===== config.mk =====
export PLATFORM = sky130hd
export DESIGN_NAME = bsq_sequencer
export DESIGN_NICKNAME = d
export VERILOG_FILES = /design/src/hdl/bsq_pkg.sv /design/src/hdl/bsq_sequencer.sv
export SDC_FILE = /design/constraint.sdc
export NUM_CORES = 1
export LEC_CHECK = 0
export ABC_CLOCK_PERIOD_IN_PS = 2100
export BUFFER_PORTS_ARGS = -buffer_cell sky130_fd_sc_hd__buf_2
export CAP_MARGIN = 20
export CORE_AREA = 10 10 86 107
export DETAILED_ROUTE_END_ITERATION = 6
export DIE_AREA = 0 0 96 117
export MAX_ROUTING_LAYER = met4
export PLACE_DENSITY = 0.86
export REMOVE_ABC_BUFFERS = 1
export SLEW_MARGIN = 40
export SYNTH_ARGS = -nofsm -noshare
export SYNTH_HDL_FRONTEND = slang
export SYNTH_SLANG_ARGS = --single-unit

===== constraint.sdc =====
create_clock -name ref_clk -period 2.1 [get_ports ref_clk]
set_clock_uncertainty 0.2 [all_clocks]
set_input_delay 0.105 -clock ref_clk [delete_from_list [all_inputs] [get_ports ref_clk]]
set_output_delay 0.105 -clock ref_clk [all_outputs]
set_load 0.02 [all_outputs]

===== src/hdl/bsq_pkg.sv =====
package bsq_pkg;
    // register map (word offsets are byte addresses)
    localparam logic [3:0] ADDR_CTRL    = 4'h0; // control
    localparam logic [3:0] ADDR_STATUS  = 4'h4; // status
    localparam logic [3:0] ADDR_FAULT   = 4'h8; // sticky faults
    localparam logic [3:0] ADDR_SSCOUNT = 4'hC; // soft-start count
    // control field positions
    localparam int CTRL_SW_EN_BIT = 0;
    localparam logic CTRL_SW_EN_RST = 1'b1;
    // fault field positions
    localparam int FLT_OV_BIT  = 0;
    localparam int FLT_OT_BIT  = 1;
    localparam int FLT_OC_BIT  = 2;
    localparam int FLT_PRE_BIT = 3;
    localparam int FLT_LOCK_BIT = 4;
    // timing counts: delay and ramp in phase-clock cycles, filters in ref_clk cycles
    localparam int START_DELAY_CYC = 384;
    localparam int SS_RAMP_CYC     = 2560;
    localparam int HICCUP_SS_INTV  = 3;
    localparam int POWER_OK_FLAG_FILT_CYC  = 3;
    localparam int OC_DELAY_CYC    = 7;
    localparam int SYNC_LOSS_CYC   = 13;
    // top-level states
    typedef enum logic [2:0] {
        BSQ_OFF     = 3'b000,
        BSQ_DELAY   = 3'b001,
        BSQ_PREWAIT = 3'b010,
        BSQ_RAMP    = 3'b011,
        BSQ_RUN     = 3'b100,
        BSQ_HICCUP  = 3'b101,
        BSQ_LATCHED = 3'b110
    } bsq_state_type;
endpackage : bsq_pkg


===== src/hdl/bsq_sequencer.sv =====
// Local design decisions: the Avalon-MM slave port and the register offsets.
`timescale 1ns/1ps
module bsq_sequencer #(
    parameter int SS_CYC    = bsq_pkg::SS_RAMP_CYC,
    parameter int DELAY_CYC = bsq_pkg::START_DELAY_CYC
) (
    input  wire logic        ref_clk,
    input  wire logic        arst_n,
    input  wire logic        phase_clk_pulse,
    input  wire logic        supply_good,
    input  wire logic        lock_ok,
    input  wire logic        sync_pulse,
    input  wire logic        enable_in,
    input  wire logic        modulator_pulse,
    input  wire logic        out_above_target,
    input  wire logic        out_above_113,
    input  wire logic        out_above_120,
    input  wire logic        out_below_87,
    input  wire logic        out_in_window,
    input  wire logic        out_below_uv,
    input  wire logic        temp_above_150,
    input  wire logic        temp_below_125,
    input  wire logic        phase_oc_trip,
    input  wire logic        share_bus_oc,
    input  wire logic [3:0]  avs_address,
    input  wire logic        avs_read,
    input  wire logic        avs_write,
    input  wire logic [31:0] avs_writedata,
    output logic      [31:0] avs_readdata,
    output logic             avs_waitrequest,
    output logic             enable_out,
    output logic             enable_oe_n,
    output logic             enable_sink_on,
    output logic             high_side_drive,
    output logic             low_side_drive,
    output logic             power_ok_flag,
    output logic             soft_start_active,
    output logic      [11:0] soft_start_level
);
    ////////////////////////////////////////////////////////////////////////
    // reset release: two flops, rest of design uses rst_n
    logic rst_meta_q;                 // first stage
    logic rst_n;                      // released reset
    always_ff @(posedge ref_clk or negedge arst_n) begin
        if (!arst_n) begin
            rst_meta_q <= 1'b0;
            rst_n      <= 1'b0;
        end else begin
            rst_meta_q <= 1'b1;
            rst_n      <= rst_meta_q;
        end
    end

    ////////////////////////////////////////////////////////////////////////
    // state
    bsq_pkg::bsq_state_type st_q, st_d;
    logic [11:0] cnt_q, cnt_d;        // delay / ramp / hiccup counter
    logic [1:0]  hic_q, hic_d;        // hiccup interval index
    logic        ov_latch_q, ov_latch_d;   // latched overvoltage
    logic        ot_q, ot_d;          // over-temperature held
    logic [2:0]  oc_cnt_q, oc_cnt_d;  // per-phase trip qualify
    logic [3:0]  sync_cnt_q, sync_cnt_d;   // missing-sync count
    logic        sync_lost_q, sync_lost_d;
    logic [1:0]  pg_cnt_q, pg_cnt_d;  // power-ok fault filter
    logic        pg_q, pg_d;
    logic        first_q, first_d;    // first switching cycle pending
    logic        gate_q, gate_d;      // modulator passed through
    logic        crow_q, crow_d;      // non-latched low-side crowbar
    logic        hs_q, hs_d, ls_q, ls_d;
    logic        en_pull_q, en_pull_d;  // own pull-down of enable
    logic        sink_q, sink_d, ssa_q, ssa_d;
    logic        sw_en_q, sw_en_d;    // software enable
    logic [4:0]  flt_q, flt_d;        // sticky fault record
    logic [31:0] rd_q, rd_d;
    logic        wait_q, wait_d;

    // derived conditions
    logic oc_decl;                    // declared overcurrent
    logic ready;                      // start conditions met
    logic ext_low;                    // enable held low by another
    logic fault_pull;

    // ext_low only counts when we are not pulling the line ourselves
    assign ext_low = !enable_in && !en_pull_q;
    assign oc_decl = (oc_cnt_q == 3'(bsq_pkg::OC_DELAY_CYC))
                     || share_bus_oc;
    assign ready = supply_good && lock_ok && !sync_lost_q && enable_in
                   && sw_en_q;
    assign fault_pull = ov_latch_q || ot_q || (st_q == bsq_pkg::BSQ_HICCUP);

    ////////////////////////////////////////////////////////////////////////
    // protection detectors
    always_comb begin
        ot_d = ot_q;
        if (temp_above_150) begin
            ot_d = 1'b1;
        end else if (temp_below_125) begin
            ot_d = 1'b0;
        end
        // trip plus seven further cycles
        oc_cnt_d = 3'h0;
        if (phase_oc_trip && oc_cnt_q != 3'(bsq_pkg::OC_DELAY_CYC)) begin
            oc_cnt_d = oc_cnt_q + 3'h1;
        end else if (phase_oc_trip) begin
            oc_cnt_d = oc_cnt_q;
        end
        // sync watchdog
        sync_cnt_d  = sync_pulse ? 4'h0 : sync_cnt_q;
        sync_lost_d = sync_lost_q;
        if (!sync_pulse && sync_cnt_q != 4'(bsq_pkg::SYNC_LOSS_CYC)) begin
            sync_cnt_d = sync_cnt_q + 4'h1;
        end
        if (sync_cnt_q == 4'(bsq_pkg::SYNC_LOSS_CYC)) begin
            sync_lost_d = 1'b1;
        end else if (lock_ok && sync_pulse) begin
            sync_lost_d = 1'b0;
        end
    end

    ////////////////////////////////////////////////////////////////////////
    // main sequencer
    always_comb begin
        st_d = st_q;
        cnt_d = cnt_q;
        hic_d = hic_q;
        ov_latch_d = ov_latch_q;
        first_d = first_q;
        gate_d = gate_q;
        crow_d = crow_q;
        case (st_q)
            bsq_pkg::BSQ_OFF: begin
                cnt_d = 12'h000;
                if (ready) begin
                    st_d = bsq_pkg::BSQ_DELAY;
                end
            end
            bsq_pkg::BSQ_DELAY: begin
                if (phase_clk_pulse) begin
                    cnt_d = cnt_q + 12'h001;
                end
                if (cnt_q == 12'(DELAY_CYC)) begin
                    st_d  = bsq_pkg::BSQ_PREWAIT;
                    cnt_d = 12'h000;
                end
            end
            bsq_pkg::BSQ_PREWAIT: begin
                if (out_above_120) begin
                    ov_latch_d = 1'b1;
                    st_d = bsq_pkg::BSQ_LATCHED;
                end else if (!out_above_target) begin
                    st_d = bsq_pkg::BSQ_RAMP;
                    first_d = 1'b1;
                    gate_d  = 1'b0;
                end
            end
            bsq_pkg::BSQ_RAMP: begin
                if (phase_clk_pulse) begin
                    cnt_d = cnt_q + 12'h001;
                end
                if (modulator_pulse) begin
                    gate_d = 1'b1;
                end
                if (gate_q && phase_clk_pulse) begin
                    first_d = 1'b0;
                end
                if (cnt_q == 12'(SS_CYC)) begin
                    st_d = bsq_pkg::BSQ_RUN;
                end
            end
            bsq_pkg::BSQ_RUN: begin
                cnt_d = 12'(SS_CYC);
            end
            bsq_pkg::BSQ_HICCUP: begin
                // wait three soft-start intervals, then retry
                if (phase_clk_pulse) begin
                    cnt_d = cnt_q + 12'h001;
                end
                if (cnt_q == 12'(SS_CYC)) begin
                    cnt_d = 12'h000;
                    hic_d = hic_q + 2'h1;
                    if (hic_q == 2'(bsq_pkg::HICCUP_SS_INTV - 1)) begin
                        st_d = bsq_pkg::BSQ_OFF;
                        hic_d = 2'h0;
                    end
                end
            end
            bsq_pkg::BSQ_LATCHED: begin
                st_d = bsq_pkg::BSQ_LATCHED;  // only reset leaves this state
            end
            default: begin
                st_d = bsq_pkg::BSQ_OFF;
            end
        endcase
        // overvoltage active from start of soft-start
        if ((st_q == bsq_pkg::BSQ_RAMP || st_q == bsq_pkg::BSQ_RUN)
            && out_above_120) begin
            ov_latch_d = 1'b1;
            st_d = bsq_pkg::BSQ_LATCHED;
        end
        // overcurrent takes precedence over the normal run path
        if (!ov_latch_q && oc_decl && (st_q == bsq_pkg::BSQ_RAMP
            || st_q == bsq_pkg::BSQ_RUN)) begin
            st_d = bsq_pkg::BSQ_HICCUP;
            cnt_d = 12'h000;
        end
        // any lost condition except lock_ok resets soft-start at once
        if (st_q != bsq_pkg::BSQ_LATCHED && st_q != bsq_pkg::BSQ_HICCUP
            && st_q != bsq_pkg::BSQ_OFF && !ov_latch_d
            && (!supply_good || !enable_in || sync_lost_q || ot_q
                || !sw_en_q)) begin
            st_d = bsq_pkg::BSQ_OFF;
            cnt_d = 12'h000;
        end
        // crowbar hiccup when enable low and over 113%
        if (out_above_113 && !enable_in) begin
            crow_d = 1'b1;
        end else if (out_below_87) begin
            crow_d = 1'b0;
        end
    end

    ////////////////////////////////////////////////////////////////////////
    // gate drives, enable line, power-ok
    always_comb begin
        hs_d = 1'b0;
        ls_d = 1'b0;
        if (ov_latch_q) begin
            // high side off for good; low side until below 87%
            ls_d = ls_q && !out_below_87;
            if (st_q != bsq_pkg::BSQ_LATCHED) begin
                ls_d = 1'b1;
            end
        end else if (st_q == bsq_pkg::BSQ_RAMP
                     || st_q == bsq_pkg::BSQ_RUN) begin
            if (gate_q && first_q) begin
                ls_d = 1'b1;
            end else if (gate_q) begin
                hs_d = modulator_pulse;
                ls_d = !modulator_pulse;
            end
        end else if (crow_q) begin
            ls_d = 1'b1;
        end
        // drop high side the same cycle conditions vanish; low side too unless crowbar or overvoltage
        if (!supply_good || oc_decl || !enable_in) begin
            hs_d = 1'b0;
            if (!crow_q && !ov_latch_q) begin
                ls_d = 1'b0;
            end
        end
        if (ov_latch_d && !ov_latch_q) begin
            hs_d = 1'b0;
            ls_d = 1'b1;
        end
        en_pull_d = fault_pull || oc_decl || ov_latch_d;
        sink_d    = !(st_d == bsq_pkg::BSQ_RAMP
                      || st_d == bsq_pkg::BSQ_RUN);
        ssa_d     = (st_d == bsq_pkg::BSQ_RAMP);
        // power-ok filter
        pg_d = pg_q;
        pg_cnt_d = 2'h0;
        if (st_q == bsq_pkg::BSQ_RUN && !pg_q && out_in_window) begin
            pg_d = 1'b1;
        end
        if (pg_q && (!out_in_window || (out_below_uv && !ot_q
                     && !oc_decl && !sync_lost_q))) begin
            pg_cnt_d = pg_cnt_q + 2'h1;
            if (pg_cnt_q == 2'(bsq_pkg::POWER_OK_FLAG_FILT_CYC - 1)) begin
                pg_d = 1'b0;
                pg_cnt_d = 2'h0;
            end
        end
        if (st_d != bsq_pkg::BSQ_RUN || ov_latch_q || !enable_in) begin
            pg_d = 1'b0;
        end
    end

    ////////////////////////////////////////////////////////////////////////
    // avalon slave: one wait state, reads show live state
    always_comb begin
        sw_en_d = sw_en_q;
        flt_d   = flt_q | {sync_lost_q, (st_q == bsq_pkg::BSQ_LATCHED
                  && st_q != bsq_pkg::BSQ_RUN && out_above_120),
                  oc_decl, ot_q, ov_latch_q};
        rd_d    = 32'h0000_0000;
        wait_d  = 1'b1;
        if ((avs_read || avs_write) && wait_q) begin
            wait_d = 1'b0;            // answer next cycle
            if (avs_write && avs_address == bsq_pkg::ADDR_CTRL) begin
                sw_en_d = avs_writedata[bsq_pkg::CTRL_SW_EN_BIT];
            end
            if (avs_write && avs_address == bsq_pkg::ADDR_FAULT) begin
                // set wins over clear, except bit 3 (FLT_PRE_BIT), where clear wins
                flt_d = (flt_q & ~avs_writedata[4:0]) | {sync_lost_q,
                        1'b0, oc_decl, ot_q, ov_latch_q};
            end
            case (avs_address)
                bsq_pkg::ADDR_CTRL:    rd_d = {31'h0, sw_en_q};
                bsq_pkg::ADDR_STATUS:  rd_d = {24'h0, pg_q, en_pull_q,
                                             enable_in, 2'h0, st_q};
                bsq_pkg::ADDR_FAULT:   rd_d = {27'h0, flt_q};
                bsq_pkg::ADDR_SSCOUNT: rd_d = {20'h0, cnt_q};
                default:               rd_d = 32'h0000_0000;
            endcase
        end
    end

    ////////////////////////////////////////////////////////////////////////
    // registers
    always_ff @(posedge ref_clk or negedge rst_n) begin
        if (!rst_n) begin
            st_q <= bsq_pkg::BSQ_OFF;
            cnt_q <= 12'h000;
            hic_q <= 2'h0;
            ov_latch_q <= 1'b0;
            ot_q <= 1'b0;
            oc_cnt_q <= 3'h0;
            sync_cnt_q <= 4'h0;
            sync_lost_q <= 1'b0;
            pg_cnt_q <= 2'h0;
            pg_q <= 1'b0;
            first_q <= 1'b0;
            gate_q <= 1'b0;
            crow_q <= 1'b0;
            hs_q <= 1'b0;
            ls_q <= 1'b0;
            en_pull_q <= 1'b0;
            sink_q <= 1'b1;
            ssa_q <= 1'b0;
            sw_en_q <= bsq_pkg::CTRL_SW_EN_RST;
            flt_q <= 5'h00;
            rd_q <= 32'h0000_0000;
            wait_q <= 1'b1;
        end else begin
            st_q <= st_d;
            cnt_q <= cnt_d;
            hic_q <= hic_d;
            ov_latch_q <= ov_latch_d;
            ot_q <= ot_d;
            oc_cnt_q <= oc_cnt_d;
            sync_cnt_q <= sync_cnt_d;
            sync_lost_q <= sync_lost_d;
            pg_cnt_q <= pg_cnt_d;
            pg_q <= pg_d;
            first_q <= first_d;
            gate_q <= gate_d;
            crow_q <= crow_d;
            hs_q <= hs_d;
            ls_q <= ls_d;
            en_pull_q <= en_pull_d;
            sink_q <= sink_d;
            ssa_q <= ssa_d;
            sw_en_q <= sw_en_d;
            flt_q <= flt_d;
            rd_q <= rd_d;
            wait_q <= wait_d;
        end
    end

    // outputs straight from flops, apart from the constant enable_out and the inverted enable_oe_n
    assign high_side_drive   = hs_q;
    assign low_side_drive    = ls_q;
    assign power_ok_flag     = pg_q;
    assign enable_out        = 1'b0;        // open drain drives low only
    assign enable_oe_n       = !en_pull_q;
    assign enable_sink_on    = sink_q;
    assign soft_start_active = ssa_q;
    assign soft_start_level  = cnt_q;
    assign avs_readdata      = rd_q;
    assign avs_waitrequest   = wait_q;
endmodule : bsq_sequencer


==> results of run 1 <==
==> power breakdown <==
group / switching, mW / internal [mW] / leakage (nW)
Clock: 0.476 / 0.579 / 0.0987
Combinational: 0.886 / 0.823 / 1.44
Sequential: 0.125 / 1.29 / 0.738
==> worst max path at each step <==
stage	from	to	slack, ns	depth (start not counted)
after floorplan	oc_cnt_q[0]	soft_start_level[0]	-0.26	8
after global placement	oc_cnt_q[0]	soft_start_level[6]	-0.08	8
after detailed placement	oc_cnt_q[0]	soft_start_level[6]	-0.09	8
after CTS	oc_cnt_q[0]	soft_start_level[3]	-0.009	8
after global routing	soft_start_level[0]	soft_start_level[1]	-0.12	10
final	oc_cnt_q[0]	soft_start_level[3]	-0.06	8
==> placed cells by master, fill, tap and decap left out, types with 3 or more instances in the layout <==
master,count
sky130_fd_sc_hd__and2_1,4
sky130_fd_sc_hd__nor3_1,8
sky130_fd_sc_hd__nor4_1,4
sky130_fd_sc_hd__buf_2,59
sky130_fd_sc_hd__a21o_1,6
sky130_fd_sc_hd__o21ai_1,6
sky130_fd_sc_hd__clkbuf_8,10
sky130_fd_sc_hd__a21oi_1,8
sky130_fd_sc_hd__and3_1,6
sky130_fd_sc_hd__conb_1,22
sky130_fd_sc_hd__nand3b_1,3
sky130_fd_sc_hd__inv_1,19
sky130_fd_sc_hd__nor3_2,3
sky130_fd_sc_hd__o21ai_0,5
sky130_fd_sc_hd__nor2_1,29
sky130_fd_sc_hd__mux2i_1,8
sky130_fd_sc_hd__nand2_1,23
sky130_fd_sc_hd__xnor2_1,4
sky130_fd_sc_hd__nor2b_1,4
sky130_fd_sc_hd__dfrtp_2,4
sky130_fd_sc_hd__nand4_1,6
sky130_fd_sc_hd__nand3_1,10
sky130_fd_sc_hd__nor3b_1,3
sky130_fd_sc_hd__ha_1,3
sky130_fd_sc_hd__nand2b_1,3
sky130_fd_sc_hd__dfstp_2,3
sky130_fd_sc_hd__dfrtp_1,52
sky130_fd_sc_hd__mux2_2,3
sky130_fd_sc_hd__buf_4,62
sky130_fd_sc_hd__xor2_1,4
sky130_fd_sc_hd__dlygate4sd3_1,27
sky130_fd_sc_hd__a21oi_2,6
sky130_fd_sc_hd__buf_6,5
==> cell type report <==
type,instances,area (sq um),area share [%]
Sequential cell,59,1485,31.70
Inverter,20,75.07,1.602
Timing Repair Buffer,155,1127,24.06
Tap cell,92,115.1,2.457
Clock buffer,10,137.6,2.937
Multi-Input combinational cell,240,1682,35.89
Clock inverter,6,63.81,1.362
==> layer usage <==
| metal | track usage (%) | share of wire, % | vias up |
|---|---|---|---|
| met3 | 5.616 | 7.2 | 37 |
| met1 | 17.91 | 36 | 1520 |
| met5 | - | 0 | - |
| met2 | 29.80 | 53 | 120 |
| li1 | - | - | 1445 |
| met4 | 6.897 | 3.7 | 0 |
==> sequential cells by signal (all words and copies together) (netlist names), 2 cells and up <==
register,count
pg_cnt_q,2
hic_q,2
st_q,3
sync_cnt_q,4
oc_cnt_q,3
avs_readdata,12
soft_start_level,12
flt_q,5
==> stage by stage <==
step / setup WS, ns / instances / area (sq um) / hold WS (ns) / power (mW)
after floorplan: -0.2646 / 319 / 3073 / -0.3906 / 2.112
final: -0.05943 / 582 / 4686 / 0.06790 / 4.175
after global placement: -0.08121 / 522 / 3900 / -0.3108 / 2.710
after detailed placement: -0.08636 / 522 / 3900 / -0.3091 / 2.752
after CTS: -0.009063 / 568 / 4443 / 0.04803 / 3.865
after global routing: -0.1249 / 582 / 4686 / 0.1033 / 4.387
==> critical path: cells and delay by family, from the launching register on <==
family	cells	cell delay [ns]
flip-flops	1	0.38
AND/OR/NAND/NOR	1	0.51
buffers and inverters	1	0.14
adder cells (fa/ha/maj)	2	0.36
AO/OA/AOI/OAI	4	0.49
==> kinds of logic after synthesis <==
| kind of cell | share of synthesized area, % |
|---|---|
| AND/OR/NAND/NOR | 22.67 |
| other | 0.2334 |
| AO/OA/AOI/OAI | 13.18 |
| multiplexers | 4.238 |
| buffers and inverters | 9.176 |
| flip-flops | 46.00 |
| adder cells (fa/ha/maj) | 2.333 |
| XOR/XNOR | 2.177 |
==> what timing repair did <==
action | 4_1_cts | 5_1_grt
gates resized for setup | 13 | 40
setup endpoints to repair | 15 | 16
pin swaps | 5 | 16
hold buffers | 28 | 0
gates cloned | 0 | 1
setup buffers | 2 | 14
hold endpoints to repair | 37 | 0
==> out/results.env, run 1 <==
CRITICAL_PATH.REG2REG.STARTPOINT='oc_cnt_q[0]'
CLK-INSERTION-DELAY-LATE_NS=0.36
VIOLATIONS_IN_THE_FINAL_REPORTS='setup timing'
OUTCOME='finished, violations left'
FMAX_MHz=463.1
DIEHEIGHT_UM=117
CP_MAX_FO=5
ARRIVAL_NS=2.23
TOTALWIRELENGTH_UM=9950
SYNTH.LIB_CELLS_USED.DISTINCT=64
CELL_WITH_THE_MOST_INSTANCES_AFTER_SYNTHESIS='sky130_fd_sc_hd__dfrtp_1'
FINAL.FILL_COUNT=577
CLKTRANSATPATHREGS_NS=0.07
NUM_ANTENNA_CELLS=0
REG_TO_REG_ENDPOINT='soft_start_level[3]'
DRC=0
INITIAL_UTILIZATION_PCT=44.81
CELL_AREA_AFTER_SYNTHESIS_SQ_UM=3218
ANTENNA_LEFT=0
CTS_BUFFER_DEPTH=2
DR.FIRST_ITER.DRC_COUNT=207
CRITPATHSLOWESTCELL='sky130_fd_sc_hd__or4_1'
CTS.SINKS=59
UTIL_AFTER_LAYOUT_PCT=65.24
FP.COREAREA_SQ_UM=7182
SETUP_WS_NS=-0.05943
CRIT_SHARE_POST_ROUTE_PCT=102.8
AVGSYNTHCELLAREA_SQ_UM=9.752
POWER_LEAKAGE_nW=2.278
MIN_PERIOD_NS=2.159
FF_TO_FF_SETUP_SLACK_NS=-0.06
TIMING_WORST_SLEW_PIN_VALUE_NS=0.5361
WORSTSETUPPATHTYPE='flop to flop'
SYNTHDOMINANTCELLAREASHARE_PCT=43.55
DRTPASS1ITERATIONS=4
HTREE_LEVELS=3
AREA_CONTRIBUTORS_POST_SYNTH='sky130_fd_sc_hd__dfrtp_1 44%, sky130_fd_sc_hd__buf_4 5.4%, sky130_fd_sc_hd__nor2_1 3.6%, sky130_fd_sc_hd__nand2_1 2.7%, sky130_fd_sc_hd__mux2i_1 2.5%'
FINAL_REPORT_SETUP_VIOLATION_COUNT=6
CRIT_PATH_END_KIND='flop'
FIRST_GLOBAL_VIAS=3159
IOS=108
WORST-ENDPOINT-REQUIRED_NS=2.17
VIAS_PER_CELL=5.364
CONGESTION_OVERFLOW_GR=0
SYNTH-WARNING-COUNT=0
CTS_TREE='yes'
WIRE_PER_INST_UM=17.10
POWER.IR.VDD_WORST_mV=0.4668
FRACTION_OF_REGISTERS_WITH_ASYNC_SET_OR_RESET_AFTER_SYNTHESIS_PCT=100.0
DIE-AREA_SQ_UM=11230
DIE-WIDTH_UM=96
GLOBAL_ROUTE_WIRE_LENGTH_BEFORE_REPAIR_UM=14940
GPL.FINAL_WEIGHTED_CONGESTION=0.9228
ANTENNA_FOUND_INITIAL=0
YOSYSSEQAREASHARE_PCT=46.00
NETLIST.TOP_CELL.BY_AREA='sky130_fd_sc_hd__dfrtp_1'
SETUP.WORST_PATH.START_CLASS='flop'
SLEW_HEADROOM_PCT=63.93
TRITONCTS_BUFFERS=9
RSZ_0062_RAISED_AFTER_GLOBAL_ROUTING='yes'
CRITICAL_PATH.CELL_CHAIN='ha_2, ha_4, o21bai_1, buf_4, a21oi_4, a31o_4, or4_1, o21ai_1'
AREA_ADDED_BETWEEN_SYNTHESIS_AND_FINISH_PCT=45.61
SYNTH.FF_LATCH_COUNT=59
VIA_COUNT=3122
FINAL_NETS=547
EDFF_COUNT_SYNTH=0
TIMING.CRITICAL_PATH.SLOWEST_CELL_DELAY_NS=0.51
DRV_CAP=0
COMMONEST_REGISTER_CELL_AFTER_SYNTHESIS='sky130_fd_sc_hd__dfrtp_1'
HOLD_VIOL=0
SYNTH_COMMONEST_CELLS='56 x sky130_fd_sc_hd__dfrtp_1, 31 x sky130_fd_sc_hd__nor2_1, 23 x sky130_fd_sc_hd__buf_4, 23 x sky130_fd_sc_hd__nand2_1, 19 x sky130_fd_sc_hd__inv_1'
SYN-INSTANCE-COUNT=330
CORE.ROWCOUNT=35
DRIVE_GT1_SHARE_PCT=39.39
FIN_TNS_SETUP_NS=-0.1917
ROOT_BUF_CELL='sky130_fd_sc_hd__clkbuf_8'
DP.FINAL_HPWL_UM=6685
HOLD_CLASS='flop to async pin'
POWERDENSITY_nW_PER_UM2=891.0
WORSTREGTOREGCELLS=8
GLOBAL_ROUTING_USAGE_SUMMED_ACROSS_ALL_ROUTING_LAYERS_PCT=17.37
IO_BUFFERS=59
PINS_OVER_SLEW_LIMIT=0
GRT_MAX_DEGREE=58
(Power assumes the default switching activity.)
==> run 2, diff against run 1 <==
--- a/config.mk
+++ b/config.mk
@@ -7,12 +7,12 @@
 export LEC_CHECK = 0
 export ABC_CLOCK_PERIOD_IN_PS = 2100
 export BUFFER_PORTS_ARGS = -buffer_cell sky130_fd_sc_hd__buf_2
-export CAP_MARGIN = 20
 export CORE_AREA = 10 10 86 107
 export DETAILED_ROUTE_END_ITERATION = 6
 export DIE_AREA = 0 0 96 117
 export MAX_ROUTING_LAYER = met4
 export PLACE_DENSITY = 0.86
+export RECOVER_POWER = 50
 export REMOVE_ABC_BUFFERS = 1
 export SLEW_MARGIN = 40
 export SYNTH_ARGS = -nofsm -noshare
==> run 2 against run 1 <==
  * The flow still finishes with violations (setup timing)
  * Critical path type unchanged
  * Die area unchanged
  * Largest power group unchanged
  * Final cell count unchanged
  * Core utilization decreased by 0.33 points
  * Flip-flop and latch count unchanged
  * Non-clock buffer count is the same
  * Total power hardly changed
  * Clock power about the same
  * Sequential power is essentially flat
  * Design area down 0.51%
==> out/results.env, run 2 (synthesis gave the netlist of run 1 again) <==
TOTALWIRELENGTH_UM=9985
FINAL_NETS=547
DIE-AREA_SQ_UM=11230
CRIT_SHARE_POST_ROUTE_PCT=103.1
HTREE_LEVELS=3
AREA_ADDED_BETWEEN_SYNTHESIS_AND_FINISH_PCT=44.87
DRV_CAP=0
HOLD_CLASS='input port to flop'
NUM_ANTENNA_CELLS=0
POWER.IR.VDD_WORST_mV=0.4668
FINAL.HOLD.WORST_SLACK_NS=0.07730
TIMING_WORST_SLEW_PIN_VALUE_NS=1.354
OUTCOME='finished, violations left'
CLOCKPOWERSHARE_PCT=25.2
VIAS_PER_CELL=5.424
INITIAL_UTILIZATION_PCT=44.81
FINAL_STD_CELLS_W_O_FILL=582
FINAL_REPORT_SETUP_VIOLATION_COUNT=6
MIN_PERIOD_NS=2.165
GPL.FINAL_WEIGHTED_CONGESTION=0.9228
MOST_FREQUENT_STANDARD_CELL_IN_THE_LAYOUT_EXCLUDING_FILL_AND_TAP_CELLS='sky130_fd_sc_hd__buf_4'
ARRIVAL_NS=2.23
DR.FIRST_ITER.DRC_COUNT=178
DPL-INSTANCE-AREA_SQ_UM=3900
CRIT_PATH_END_KIND='flop'
SETUP.WORST_PATH.START_CLASS='flop'
CONGESTION_OVERFLOW_GR=0
DRTPASS1ITERATIONS=5
POWER_LEAKAGE_nW=2.243
CLKTRANSATPATHREGS_NS=0.07
DRC=0
GLOBAL_ROUTING_USAGE_SUMMED_ACROSS_ALL_ROUTING_LAYERS_PCT=17.37
CP_MAX_FO=5
CTS_TREE='yes'
VIOLATIONS_IN_THE_FINAL_REPORTS='setup timing'
GLOBAL_ROUTE_WIRE_LENGTH_BEFORE_REPAIR_UM=14940
WORSTSETUPPATHTYPE='flop to flop'
VIA_COUNT=3157
MULTI_INPUT_AREA_SQ_UM=1682
REGAREA_SQ_UM=1485
CLK-INSERTION-DELAY-LATE_NS=0.35
IOS=108
FIN_TNS_SETUP_NS=-0.1871
CORE.ROWCOUNT=35
SW_FRAC_OF_TOTAL_PCT=35.65
DP.FINAL_HPWL_UM=6685
DIE-WIDTH_UM=96
CTS_BUFFER_DEPTH=2
WIRE_PER_INST_UM=17.16
IO_BUFFERS=59
FIRST_GLOBAL_VIAS=3159
PWR-SHARE-SEQ_PCT=33.8
TRITONCTS_BUFFERS=9
WORST-ENDPOINT-REQUIRED_NS=2.16
SLEW_HEADROOM_PCT=9.706
PINS_OVER_SLEW_LIMIT=0
SETUP_WS_NS=-0.06459
DRIVE_GT1_SHARE_PCT=37.96
FINAL_CELL_AREA_SQ_UM=4662
COMB_POWER_SHARE_PCT=41.0
MOSTFREQUENTLAYOUTCELLS='62 x sky130_fd_sc_hd__buf_4, 52 x sky130_fd_sc_hd__dfrtp_1, 52 x sky130_fd_sc_hd__buf_2, 29 x sky130_fd_sc_hd__nor2_1, 27 x sky130_fd_sc_hd__dlygate4sd3_1'
FP.COREAREA_SQ_UM=7182
CTS.SINKS=59
ANTENNA_LEFT=0
FMAX_MHz=462.0
POWER.TOTAL_mW=4.171
PLACED_CELLS_INCL_TAPS=522
ANTENNA_FOUND_INITIAL=0
P_INT_mW=2.684
FINAL.FILL_COUNT=586
GRT_MAX_DEGREE=58
NET-SWITCHING-POWER_mW=1.487
DIEHEIGHT_UM=117
HOLD_VIOL=0
RSZ_0062_RAISED_AFTER_GLOBAL_ROUTING='yes'
ROOT_BUF_CELL='sky130_fd_sc_hd__clkbuf_8'
POWERDENSITY_nW_PER_UM2=894.8
[run 2: metrics by stage]
step | worst slack, ns | util [%]
global placement | -0.08121 | 54.30
detailed placement | -0.08636 | 54.30
CTS | -0.009063 | 61.86
finish | -0.06459 | 64.91
floorplan | -0.2646 | -
global route | -0.1249 | 64.91
[run 2: layout make-up]
type / count / area share [%]
Multi-Input combinational cell: 240 / 36.07
Clock buffer: 10 / 2.952
Sequential cell: 59 / 31.86
Inverter: 20 / 1.610
Tap cell: 92 / 2.469
Timing Repair Buffer: 155 / 23.67
Clock inverter: 6 / 1.369
[run 2: path summary, 6_finish.rpt]
path	startpoint	end	slack [ns]	cells past startpoint
hold / removal	out_above_target	gate_q	0.08	4
setup reg to reg	sw_en_q	soft_start_level[3]	-0.06	5
setup / recovery	sw_en_q	soft_start_level[3]	-0.06	5
hold reg to reg	rst_meta_q	rst_n	0.15	0
max in group asynchronous	rst_n	st_q[1]	0.32	1
min in group asynchronous	arst_n	rst_n	0.40	3
[run 2: power by group through the flow]
stage                     sequential [mW]  combinational [mW]  clock (mW)
after CTS                            1.42                1.38        1.06
after floorplan                      1.53               0.582           0
after global placement               1.42                1.29           0
after detailed placement             1.43                1.32           0
final                                1.41                1.71        1.05
after global routing                 1.43                1.84        1.12
[run 2: per-layer routing]
layer | up-vias | share of wire, % | wire [um] | track usage [%]
met5 | - | 0 | 0 | -
met3 | 34 | 7.5 | 750 | 5.616
met4 | 0 | 3.2 | 317 | 6.897
met2 | 152 | 53 | 5295 | 29.80
li1 | 1444 | - | - | -
met1 | 1527 | 36 | 3621 | 17.91
[run 2: worst max-delay path: stages, from the launching register on]
cell and delay (ns):
sky130_fd_sc_hd__dfstp_2 0.53, sky130_fd_sc_hd__nand3_1 0.12, sky130_fd_sc_hd__or3_4 0.37, sky130_fd_sc_hd__a31o_4 0.26, sky130_fd_sc_hd__or4_1 0.51, sky130_fd_sc_hd__o21ai_1 0.10
[run 2: repair_timing]
| item | CTS | global route |
|---|---|---|
| setup buffers | 2 | 14 |
| resized for setup | 13 | 40 |
| setup endpoints to repair | 15 | 16 |
| hold buffers | 28 | 0 |
| pin swaps | 5 | 16 |
| gates cloned | 0 | 1 |
| endpoints found under the hold margin | 37 | 0 |
